===== src/hdl/ctrl_pkg.sv =====
// Package: register map, field positions and reset values of the counter control word
package ctrl_pkg;
  // Register bus
  localparam int          ADDR_W          = 32;
  localparam logic [31:0] CTRL_OFFSET     = 32'h50004004;
  // Low or unified half
  localparam int          LOW_CLEAR_BIT   = 3;
  localparam int          LOW_UPDOWN_BIT  = 4;
  localparam int          LOW_PRE_LSB     = 5;
  // High half; field and counter widths of both halves
  localparam int          HIGH_DOWN_BIT   = 16;
  localparam int          HIGH_STOP_BIT   = 17;
  localparam int          HIGH_HALT_BIT   = 18;
  localparam int          HIGH_CLEAR_BIT  = 19;
  localparam int          HIGH_UPDOWN_BIT = 20;
  localparam int          HIGH_PRE_LSB    = 21;
  localparam int          PRE_W           = 8;
  localparam int          CNT_W           = 16;
  // Reset values
  localparam logic [7:0]  PRE_RESET       = 8'h00;
  localparam logic        HALT_RESET      = 1'b1;
  // State register of one counter half: count, down flag and prescale count
  typedef struct packed {
    logic [CNT_W-1:0] count;
    logic             down;
    logic [PRE_W-1:0] pre_cnt;
  } half_state_t;
endpackage : ctrl_pkg


===== src/hdl/half_if.sv =====
// Interface: control and status of one counter half
`timescale 1ns/100ps
interface half_if;
  import ctrl_pkg::*;
  logic             run;
  logic             clear;
  logic             updown;
  logic [PRE_W-1:0] pre;
  logic [CNT_W-1:0] limit;
  logic             carry_in;
  logic             ext_limit;
  logic [CNT_W-1:0] count;
  logic             down;
  logic             at_top;
  logic             tick;
  modport ctl (output run, output clear, output updown, output pre, output limit, output carry_in,
               output ext_limit, input count, input down, input at_top, input tick);
  modport cnt (input run, input clear, input updown, input pre, input limit, input carry_in,
               input ext_limit, output count, output down, output at_top, output tick);
endinterface : half_if


===== src/hdl/counter_control.sv =====
// Top: counter control word with low/unified and high counter halves
`timescale 1ns/100ps
module counter_control (
  // Clock and reset
  input  wire logic                      clk,
  input  wire logic                      resetn,
  // Register port
  input  wire logic [ctrl_pkg::ADDR_W-1:0] addr,
  input  wire logic [31:0]               wdata,
  input  wire logic                      wr,
  input  wire logic                      rd,
  output logic [31:0]                    rdata,
  // Configuration and events
  input  wire logic                      single_wide_counter_mode,
  input  wire logic [31:0]               limit_value,
  input  wire logic                      low_stop_ev,
  input  wire logic                      low_halt_ev,
  input  wire logic                      low_start_ev,
  input  wire logic                      low_limit_ev,
  input  wire logic                      high_stop_ev,
  input  wire logic                      high_halt_ev,
  input  wire logic                      high_start_ev,
  input  wire logic                      high_limit_ev,
  // Counter state
  output logic [31:0]                    count,
  output logic                           low_running,
  output logic                           high_running,
  output logic                           events_enabled
);
  import ctrl_pkg::*;

  typedef struct packed {
    logic             low_down_unused;
    logic             low_stop;
    logic             low_halt;
    logic             low_updown;
    logic [PRE_W-1:0] low_pre;
    logic             high_stop;
    logic             high_halt;
    logic             high_updown;
    logic [PRE_W-1:0] high_pre;
    logic [31:0]      rdata;
    logic [31:0]      count;
    logic             low_run;
    logic             high_run;
    logic             ev_en;
  } top_state_t;

  top_state_t s_q;
  top_state_t s_d;
  half_if     lo ();
  half_if     hi ();
  logic       hit;
  logic       low_clr;
  logic       high_clr;
  logic       low_go;
  logic       high_go;
  logic [31:0] ctrl_word;

  // Low half also carries the unified counter's lower bits
  half_counter u_low (
    .clk    (clk),
    .resetn (resetn),
    .hf     (lo)
  );

  // High half; in unified mode it is a carry extension of the low half
  half_counter u_high (
    .clk    (clk),
    .resetn (resetn),
    .hf     (hi)
  );

  assign hit      = (addr == CTRL_OFFSET);
  assign low_go   = !s_q.low_stop && !s_q.low_halt;
  assign high_go  = single_wide_counter_mode ? low_go : (!s_q.high_stop && !s_q.high_halt);

  // Clear strobes are write-only pulses; only accepted while that counter is idle
  assign low_clr  = wr && hit && wdata[LOW_CLEAR_BIT] && !low_go;
  assign high_clr = wr && hit && (single_wide_counter_mode ? (wdata[LOW_CLEAR_BIT] && !low_go)
                                                           : (wdata[HIGH_CLEAR_BIT] && !high_go));

  // Half control wiring
  always_comb begin
    lo.run       = low_go;
    lo.clear     = low_clr;
    lo.updown    = s_q.low_updown;
    lo.pre       = s_q.low_pre;
    lo.limit     = single_wide_counter_mode ? 16'hffff : limit_value[15:0];
    lo.carry_in  = 1'b1;
    lo.ext_limit = low_limit_ev && !s_q.low_halt;
    hi.run       = high_go;
    hi.clear     = high_clr;
    hi.updown    = single_wide_counter_mode ? s_q.low_updown : s_q.high_updown;
    hi.pre       = single_wide_counter_mode ? 8'h00 : s_q.high_pre;
    hi.limit     = limit_value[31:16];
    // Unified mode: high half steps when low half steps at all ones while counting up, no prescale of its own
    hi.carry_in  = single_wide_counter_mode ? lo.at_top : 1'b1;
    hi.ext_limit = high_limit_ev && !s_q.high_halt;
  end

  // Readback word; clear bits and reserved ranges read zero
  always_comb begin
    ctrl_word                                        = 32'h0000_0000;
    ctrl_word[0]                                     = lo.down;
    ctrl_word[1]                                     = s_q.low_stop;
    ctrl_word[2]                                     = s_q.low_halt;
    ctrl_word[LOW_UPDOWN_BIT]                        = s_q.low_updown;
    ctrl_word[LOW_PRE_LSB +: PRE_W]                  = s_q.low_pre;
    ctrl_word[HIGH_DOWN_BIT]                         = hi.down;
    ctrl_word[HIGH_STOP_BIT]                         = s_q.high_stop;
    ctrl_word[HIGH_HALT_BIT]                         = s_q.high_halt;
    ctrl_word[HIGH_UPDOWN_BIT]                       = s_q.high_updown;
    ctrl_word[HIGH_PRE_LSB +: PRE_W]                 = s_q.high_pre;
  end

  // Next-state of control bits
  always_comb begin
    s_d = s_q;
    // Events: start clears stop, stop and halt set; none while halted
    if (!s_q.low_halt) begin
      if (low_start_ev) s_d.low_stop = 1'b0;
      if (low_stop_ev)  s_d.low_stop = 1'b1;
      if (low_halt_ev)  s_d.low_halt = 1'b1;
    end
    if (!s_q.high_halt) begin
      if (high_start_ev) s_d.high_stop = 1'b0;
      if (high_stop_ev)  s_d.high_stop = 1'b1;
      if (high_halt_ev)  s_d.high_halt = 1'b1;
    end
    // Software write: stop/halt always, others only while idle
    if (wr && hit) begin
      s_d.low_stop  = wdata[1];
      s_d.low_halt  = wdata[2];
      s_d.high_stop = wdata[HIGH_STOP_BIT];
      s_d.high_halt = wdata[HIGH_HALT_BIT];
      if (!low_go) begin
        s_d.low_updown = wdata[LOW_UPDOWN_BIT];
        s_d.low_pre    = wdata[LOW_PRE_LSB +: PRE_W];
      end
      if (!single_wide_counter_mode && !high_go) begin
        s_d.high_updown = wdata[HIGH_UPDOWN_BIT];
        s_d.high_pre    = wdata[HIGH_PRE_LSB +: PRE_W];
      end
    end
    // Halt forces stop clear; halt rising by event or write
    if (s_d.low_halt)  s_d.low_stop  = 1'b0;
    if (s_d.high_halt) s_d.high_stop = 1'b0;
    // Read data valid only in the cycle after the strobe
    s_d.rdata    = (rd && hit) ? ctrl_word : 32'h0000_0000;
    s_d.count    = {hi.count, lo.count};
    s_d.low_run  = low_go;
    s_d.high_run = high_go;
    s_d.ev_en    = !s_q.low_halt || (!single_wide_counter_mode && !s_q.high_halt);
    s_d.low_down_unused = 1'b0;
  end

  // Reset forces both halts
  always_ff @(posedge clk or negedge resetn) begin
    if (!resetn) begin
      s_q           <= '0;
      s_q.low_halt  <= HALT_RESET;
      s_q.high_halt <= HALT_RESET;
      s_q.low_pre   <= PRE_RESET;
      s_q.high_pre  <= PRE_RESET;
    end else begin
      s_q <= s_d;
    end
  end

  assign rdata          = s_q.rdata;
  assign count          = s_q.count;
  assign low_running    = s_q.low_run;
  assign high_running   = s_q.high_run;
  assign events_enabled = s_q.ev_en;
endmodule : counter_control


===== src/hdl/half_counter.sv =====
// One 16-bit counter half with prescaler and direction control
`timescale 1ns/100ps
module half_counter (
  // Clock and reset
  input wire logic clk,
  input wire logic resetn,
  // Control and status
  half_if.cnt      hf
);
  import ctrl_pkg::*;

  half_state_t s_q;
  half_state_t s_d;
  logic        step;
  logic        lim;

  // Prescale tick every pre+1 clocks, and limit at match, all ones or external event
  always_comb begin
    s_d  = s_q;
    step = hf.run && (s_q.pre_cnt == hf.pre) && hf.carry_in;
    lim  = (s_q.count == hf.limit) || (&s_q.count) || hf.ext_limit;
    if (hf.clear) begin
      s_d.count   = '0;
      s_d.down    = 1'b0;
      s_d.pre_cnt = '0;
    end else if (hf.run && hf.carry_in) begin
      s_d.pre_cnt = (s_q.pre_cnt == hf.pre) ? '0 : s_q.pre_cnt + 8'h01;
      if (step) begin
        if (!s_q.down) begin
          if (lim && hf.updown) begin
            s_d.down  = 1'b1;
            s_d.count = s_q.count - 16'h0001;
          end else if (lim) begin
            s_d.count = '0;
          end else begin
            s_d.count = s_q.count + 16'h0001;
          end
        end else if (lim || s_q.count == 16'h0001 || s_q.count == 16'h0000) begin
          s_d.down  = 1'b0;
          s_d.count = (s_q.count == 16'h0000) ? 16'h0001 : s_q.count - 16'h0001;
        end else begin
          s_d.count = s_q.count - 16'h0001;
        end
      end
    end
  end

  always_ff @(posedge clk or negedge resetn) begin
    if (!resetn) begin
      s_q <= '0;
    end else begin
      s_q <= s_d;
    end
  end

  assign hf.count  = s_q.count;
  assign hf.down   = s_q.down;
  assign hf.at_top = step && !s_q.down && (&s_q.count);
  assign hf.tick   = step;
endmodule : half_counter


===== config.mk =====
export PLATFORM = sky130hd
export DESIGN_NAME = counter_control
export DESIGN_NICKNAME = d
export VERILOG_FILES = /design/src/hdl/ctrl_pkg.sv /design/src/hdl/half_if.sv /design/src/hdl/counter_control.sv /design/src/hdl/half_counter.sv
export SDC_FILE = /design/constraint.sdc
export NUM_CORES = 1
export LEC_CHECK = 0
export BUFFER_PORTS_ARGS = -buffer_cell sky130_fd_sc_hd__buf_2
export CAP_MARGIN = 0
export CORE_AREA = 2 2 134 103
export CTS_CLUSTER_DIAMETER = 200
export CTS_CLUSTER_SIZE = 40
export DETAILED_ROUTE_END_ITERATION = 10
export DIE_AREA = 0 0 136 105
export PLACE_DENSITY_LB_ADDON = 0.15
export SLEW_MARGIN = 10
export SYNTH_ARGS = -nofsm -noshare
export SYNTH_HDL_FRONTEND = slang
export SYNTH_SLANG_ARGS = --single-unit
export TNS_END_PERCENT = 5

===== constraint.sdc =====
create_clock -name clk -period 6.9 [get_ports clk]
set_input_delay 0.345 -clock clk [delete_from_list [all_inputs] [get_ports clk]]
set_output_delay 0.345 -clock clk [all_outputs]
set_load 0.005 [all_outputs]

# Word level (Yosys, flattened, before mapping)
# Index checks and enable logic that the tools add are counted.
# word_totals
reg_bits	136
latch_bits	0
ram_bits	0
romBits	0
in_bits	109
out_inout_bits	67
word_cells	131
n_memories	0
# op_classes
n_addsub	6
mul	0
div	0
magnitude_cmp	0
n_eq_ne	9
n_shift	0
mux	42
n_bitwise	1
n_reduce_logical	54
# ops
operator	count
$mux 16	9
$mux 25	4
$mux 17	4
$add 16x1->16 const B	2
$eq 16x1->1 const B	2
$eq 16x16->1	2
$eq 32x31->1 const B	1
$logic_not 16->1	2
$reduce_and 16->1	2
$sub 16x1->16 const B	2
$mux 29	1
$mux 8	3
$mux 22	1
$logic_and 1x1->1	21
$mux 9	2
$add 8x1->8 const B	2
$eq 8x8->1	2
$mux 1	16
$reduce_and 2->1	6
$logic_or 1x1->1	9
$logic_not 1->1	8
$reduce_bool 2->1	4
$reduce_bool 4->1	2
$ne 3x1->1 const B	2
2 further kinds	3

# Logic depth before layout (Yosys ltp)
# depth
depth_word	11
mapped_depth	12
ltp_nobuf	9

# Cells and area by module
# A second synthesis with hierarchy kept.
# unflattened
cells_unflattened	780
area_unflattened_um2	7661.1
# by_module_without_submodules
module	instances	cells_per_inst	area_per_inst_um2	seq_area_each_um2
counter_control	1	203	2944.1	2029.4
half_counter (u_low)	1	300	2382.3	625.6
half_counter (u_high)	1	277	2334.7	625.6

# Worst setup path after synthesis
# No wires, ideal clock.
# synth_timing
kind	reg-to-reg
startpoint	reg u_low.s_q, in the netlist u_low.hf.count[0]
endpoint	reg u_high.s_q, in the netlist u_high.hf.count[12]
setup_time_ns	0.095
arrival_time_ns	2.497
required_ns	6.805
path_slack_ns	4.307
stages_incl_launch_ff	10
n_path_buf	2
synth_period_minus_slack_ns	2.593
cell_sequence	dfrtp_1 -> ha_1 -> and3_1 -> nand3_1 -> nor4b_4 -> a31oi_2 -> or3b_1 -> buf_2 -> buf_6 -> o31ai_1
# synth_between
elab_chain_cells	6
elab_cells_between_ends	8
classes_between	mux (1); reduce/logical (7)
# synth_rtl
item	line	source
from (decl)	half_counter.sv:12	half_state_t s_q;
from (signal assigned)	half_counter.sv:50	s_q <= '0;
from (signal assigned)	half_counter.sv:52	s_q <= s_d;
$reduce_and 16->1 *	half_counter.sv:58	assign hf.at_top = step && !s_q.down && (&s_q.count);
$logic_and 1x1->1 *	half_counter.sv:58	
$mux 1 *	counter_control.sv:98	hi.carry_in = single_wide_counter_mode ? lo.at_top : 1'b1;
$logic_and 1x1->1 (on tied branches)	half_counter.sv:20, half_counter.sv:26	
$reduce_bool 2->1 (no line)	--	
$reduce_and 2->1 (no line) *	--	
to (signal assigned)	half_counter.sv:50	
to (signal assigned)	half_counter.sv:52	
to (decl)	half_counter.sv:12	
# Every way passes the cells marked *; elsewhere a longest branch is shown, timed or not.
# A chain may end at the register's enable or synchronous reset.

# Worst setup path in the final report
# Same ends and word-level chain as after synthesis.

==> run_summary.xml <==
<?xml version="1.0" encoding="UTF-8"?>
<metrics>
  <group name="status">
    <metric name="outcome" unit="">finished, final reports clean</metric>
  </group>
  <group name="power">
    <metric name="peakVddDrop" unit="mV">0.191</metric>
    <metric name="power_per_cell_area" unit="mW/mm2">218</metric>
    <metric name="power_leakage" unit="nW">4.25</metric>
    <metric name="report.power.total" unit="mW">1.94</metric>
  </group>
  <group name="worst_setup_path">
    <metric name="r2r.worst_path.cells" unit="">9</metric>
    <metric name="family_of_cells_with_the_greatest_summed_delay_on_the_critical_path" unit="">simple AND/OR/NAND/NOR gates</metric>
    <metric name="worstSetupPathDepth" unit="">9</metric>
    <metric name="timing.critical_path.to_type" unit="">register</metric>
    <metric name="cpPeakStageDelay" unit="ps">740</metric>
    <metric name="required" unit="ps">7220</metric>
    <metric name="worstSetupPathType" unit="">register to register</metric>
    <metric name="worstPathCellList" unit="">ha_1 -&gt; and3_1 -&gt; nand3_1 -&gt; nor4b_4 -&gt; a31oi_2 -&gt; or3b_1 -&gt; nor3_1 -&gt; o21ai_1 -&gt; o31ai_1</metric>
    <metric name="critical_path.n_buffers_inverters" unit="">0</metric>
    <metric name="cpMaxStageDelayCell" unit="">sky130_fd_sc_hd__or3b_1</metric>
    <metric name="worst-endpoint-arrival" unit="ps">3730</metric>
    <metric name="setup.worst_path.start_class" unit="">register</metric>
    <metric name="path_max_fanout" unit="">17</metric>
  </group>
  <group name="synthesis">
    <metric name="synth_edf_count" unit="">0</metric>
    <metric name="synthTopCellsByArea" unit="">sky130_fd_sc_hd__dfrtp_1 43%, sky130_fd_sc_hd__nor2_1 3.6%, sky130_fd_sc_hd__mux2_2 3.2%</metric>
    <metric name="synth-seq-area-share" unit="">0.438</metric>
    <metric name="postSynth.asyncResetShare" unit="">1.00</metric>
    <metric name="postSynth.topFlopCell" unit="">sky130_fd_sc_hd__dfrtp_1</metric>
    <metric name="ys_warn_count" unit="">0</metric>
    <metric name="synthesis.area" unit="mm2">0.00749</metric>
    <metric name="synthDominantCellAreaShare" unit="">0.431</metric>
    <metric name="synth.avg_cell_area" unit="um2">9.42</metric>
    <metric name="synth_seq_cells" unit="">131</metric>
    <metric name="synth_cell_types" unit="">77</metric>
    <metric name="yosys.area.top_type" unit="">sky130_fd_sc_hd__dfrtp_1</metric>
    <metric name="synthCells" unit="">796</metric>
  </group>
  <group name="route">
    <metric name="route.detailed.vias_per_inst" unit="">6.19</metric>
    <metric name="antenna_violating_nets_left" unit="">0</metric>
    <metric name="drt_first_pass_iters" unit="">5</metric>
    <metric name="avgRoutedWirePerCell" unit="um">18.3</metric>
    <metric name="via_count" unit="">6861</metric>
    <metric name="totalWireLength" unit="mm">20.3</metric>
    <metric name="initialDrtViolationCount" unit="">597</metric>
    <metric name="drcViolationCount" unit="">0</metric>
  </group>
  <group name="flow_run">
    <metric name="timing.max_cap.violations" unit="">0</metric>
  </group>
  <group name="place">
    <metric name="place.detailed.hpwl" unit="mm">14.0</metric>
    <metric name="placement.io_buffers" unit="">159</metric>
    <metric name="dp_cells" unit="">1075</metric>
    <metric name="detailedPlace.worstSlack" unit="ps">3490</metric>
    <metric name="detailed_place.area" unit="mm2">0.00824</metric>
    <metric name="gpl.final_weighted_congestion" unit="">0.951</metric>
  </group>
  <group name="clocking">
    <metric name="cts.path.max_buffers" unit="">2</metric>
    <metric name="cts_num_sinks" unit="">131</metric>
    <metric name="ctsResizeCount" unit="">0</metric>
    <metric name="clock_tree_from_tritoncts" unit="">built</metric>
    <metric name="path_clk_slew" unit="ps">60</metric>
    <metric name="clock_insertion_delay_worst_skew" unit="ps">420</metric>
    <metric name="clock-root-buffer" unit="">sky130_fd_sc_hd__clkbuf_16</metric>
    <metric name="cts_max_level" unit="">4</metric>
    <metric name="tritoncts.num_buffers" unit="">17</metric>
  </group>
  <group name="cells_and_area">
    <metric name="final_core_utilization" unit="">0.692</metric>
    <metric name="register_area" unit="mm2">0.00328</metric>
    <metric name="finalNetCount" unit="">1043</metric>
    <metric name="diodes" unit="">0</metric>
    <metric name="syn_to_final_growth" unit="%">18.9</metric>
    <metric name="drive_gt1_frac" unit="">0.254</metric>
    <metric name="final.fill_count" unit="">983</metric>
    <metric name="fin_area" unit="mm2">0.00891</metric>
    <metric name="multi_input_area" unit="mm2">0.00384</metric>
    <metric name="final_cell_count_no_fill" unit="">1108</metric>
  </group>
  <group name="hold_path">
    <metric name="hold_path.class" unit="">primary input to register</metric>
    <metric name="whs_path_depth" unit="">2</metric>
  </group>
  <group name="global_route">
    <metric name="initial_antenna_violation_count" unit="">0</metric>
    <metric name="grt_max_degree" unit="">84</metric>
    <metric name="wire_length_of_the_first_global_routing_pass" unit="mm">33.0</metric>
    <metric name="grt_overflow_total" unit="">0</metric>
    <metric name="first_global_vias" unit="">6534</metric>
    <metric name="grtUsageTotal" unit="">0.291</metric>
  </group>
  <group name="die">
    <metric name="row_count" unit="">36</metric>
    <metric name="floorplan.initialDensity" unit="">0.582</metric>
    <metric name="floorplan.die_area" unit="mm2">0.0143</metric>
    <metric name="chipHeight" unit="um">105</metric>
    <metric name="area_of_the_core_region" unit="mm2">0.0129</metric>
    <metric name="io-pin-count" unit="">176</metric>
    <metric name="die_width" unit="um">136</metric>
  </group>
  <group name="sta">
    <metric name="finalSetupViolations" unit="">0</metric>
    <metric name="finalWorstSetupSlack" unit="ps">3480</metric>
    <metric name="worst_slew_margin_rel" unit="">0.149</metric>
    <metric name="worst_hold_slack" unit="ps">158</metric>
    <metric name="tightest_slew" unit="ps">1270</metric>
    <metric name="period_share" unit="">0.495</metric>
    <metric name="finClkSkew" unit="ps">8.73</metric>
    <metric name="slew_viol_final" unit="">0</metric>
    <metric name="grt_setup_unrepaired" unit="">false</metric>
    <metric name="clock.fmax" unit="MHz">293</metric>
    <metric name="hold_viol_final" unit="">0</metric>
    <metric name="final_period_minus_worst_setup_slack" unit="ps">3420</metric>
    <metric name="setup_tns" unit="ps">0</metric>
  </group>
</metrics>
path summary, 6_finish.rpt:
| check | startpoint | end | slack [ps] |
|---|---|---|---|
| max in group asynchronous | resetn | u_low.hf.count[0] | 5090 |
| worst min register to register | ctrl_word[2] | events_enabled | 540 |
| worst max-delay path | u_low.hf.count[0] | u_high.hf.count[12] | 3480 |
| min in group asynchronous | resetn | rdata[11] | 420 |
| worst min-delay path | wdata[21] | ctrl_word[21] | 160 |
| worst max register to register | u_low.hf.count[0] | u_high.hf.count[12] | 3480 |
logic make-up (layout without fill, tap and decap cells):
kind of cell	Yosys count	count (layout)	synth area share
XOR/XNOR	47	47	0.0549
buffers and inverters	83	217	0.0533
AO/OA/AOI/OAI	176	176	0.160
other	1	8	0.000500
flip-flops	131	131	0.438
AND/OR/NAND/NOR	317	317	0.232
adder cells (fa/ha/maj)	10	10	0.0167
multiplexers	31	31	0.0449
layout make-up:
cell class	instances	share of cell area
Inverter	22	0.00927
Timing Repair Buffer	163	0.0937
Tap cell	171	0.0240
Clock buffer	24	0.0574
Clock inverter	8	0.0163
Sequential cell	131	0.368
Multi-Input combinational cell	589	0.431
power breakdown:
group	total [mW]	leakage [nW]	switching, mW	internal [mW]
sequential	0.812	1.70	0.0272	0.784
combinational	0.139	2.23	0.0752	0.0636
clock	0.988	0.318	0.327	0.661
synth_stat cells (3+ instances only):
library cell,n
sky130_fd_sc_hd__dfrtp_1,129
sky130_fd_sc_hd__nor2_1,72
sky130_fd_sc_hd__nand2_1,58
sky130_fd_sc_hd__and3_1,37
sky130_fd_sc_hd__a21oi_1,35
sky130_fd_sc_hd__clkbuf_1,32
sky130_fd_sc_hd__nor3_1,31
sky130_fd_sc_hd__nand3_1,30
sky130_fd_sc_hd__o21ai_0,27
sky130_fd_sc_hd__xnor2_1,27
sky130_fd_sc_hd__inv_1,22
sky130_fd_sc_hd__mux2_2,21
sky130_fd_sc_hd__xor2_1,20
sky130_fd_sc_hd__o21ai_1,18
sky130_fd_sc_hd__nor4_1,14
sky130_fd_sc_hd__o22ai_1,14
sky130_fd_sc_hd__buf_2,13
sky130_fd_sc_hd__buf_4,11
sky130_fd_sc_hd__ha_1,10
sky130_fd_sc_hd__mux2i_1,10
sky130_fd_sc_hd__nand4_1,10
sky130_fd_sc_hd__a31oi_1,9
sky130_fd_sc_hd__or3_1,8
sky130_fd_sc_hd__a21o_1,7
sky130_fd_sc_hd__nor4b_1,7
sky130_fd_sc_hd__o31ai_1,7
sky130_fd_sc_hd__o32ai_1,7
sky130_fd_sc_hd__a22o_1,6
sky130_fd_sc_hd__nor3b_1,6
sky130_fd_sc_hd__a211oi_1,5
sky130_fd_sc_hd__a221oi_2,5
sky130_fd_sc_hd__o32a_1,5
sky130_fd_sc_hd__or2_2,5
sky130_fd_sc_hd__a22oi_1,4
sky130_fd_sc_hd__buf_6,4
sky130_fd_sc_hd__nand2b_1,4
sky130_fd_sc_hd__nand4bb_1,4
sky130_fd_sc_hd__nor2b_1,4
sky130_fd_sc_hd__nor4bb_1,4
sky130_fd_sc_hd__a221oi_1,3
sky130_fd_sc_hd__a32oi_1,3
sky130_fd_sc_hd__and4_1,3
sky130_fd_sc_hd__nand3b_1,3
sky130_fd_sc_hd__o221ai_1,3
per-layer routing:
metal / track usage / part of all wire / vias up
li1: - / - / 3154
met2: 0.446 / 0.48 / 339
met5: 0 / 0 / -
met3: 0.0708 / 0.077 / 35
met1: 0.408 / 0.43 / 3333
met4: 0.0908 / 0.016 / 0
state kept, by name, indices dropped and copies added, names as in the netlist:
name,count
events_enabled,1
rdata,24
u_high.s_q,8
high_running,1
lo.pre,8
u_high.hf.down,1
ctrl_word,13
count,32
lo.updown,1
u_low.hf.down,1
u_low.hf.count,16
low_running,1
u_high.hf.count,16
u_low.s_q,8
timing repair:
item / CTS / global route
setup buffers: 0 / 0
endpoints found under the hold margin: 48 / 0
hold buffers: 1 / 0
cells in the final DEF (no fill, tap or decap), types with 27 or more instances in the layout:
cell	synthesis	layout
sky130_fd_sc_hd__dfrtp_1	129	129
sky130_fd_sc_hd__and3_1	37	37
sky130_fd_sc_hd__nor3_1	31	31
sky130_fd_sc_hd__o21ai_0	27	27
sky130_fd_sc_hd__nand3_1	30	30
sky130_fd_sc_hd__a21oi_1	35	35
sky130_fd_sc_hd__nand2_1	58	58
sky130_fd_sc_hd__nor2_1	72	72
sky130_fd_sc_hd__buf_2	13	158
sky130_fd_sc_hd__xnor2_1	27	27
Power figures use the tool's default switching activity.
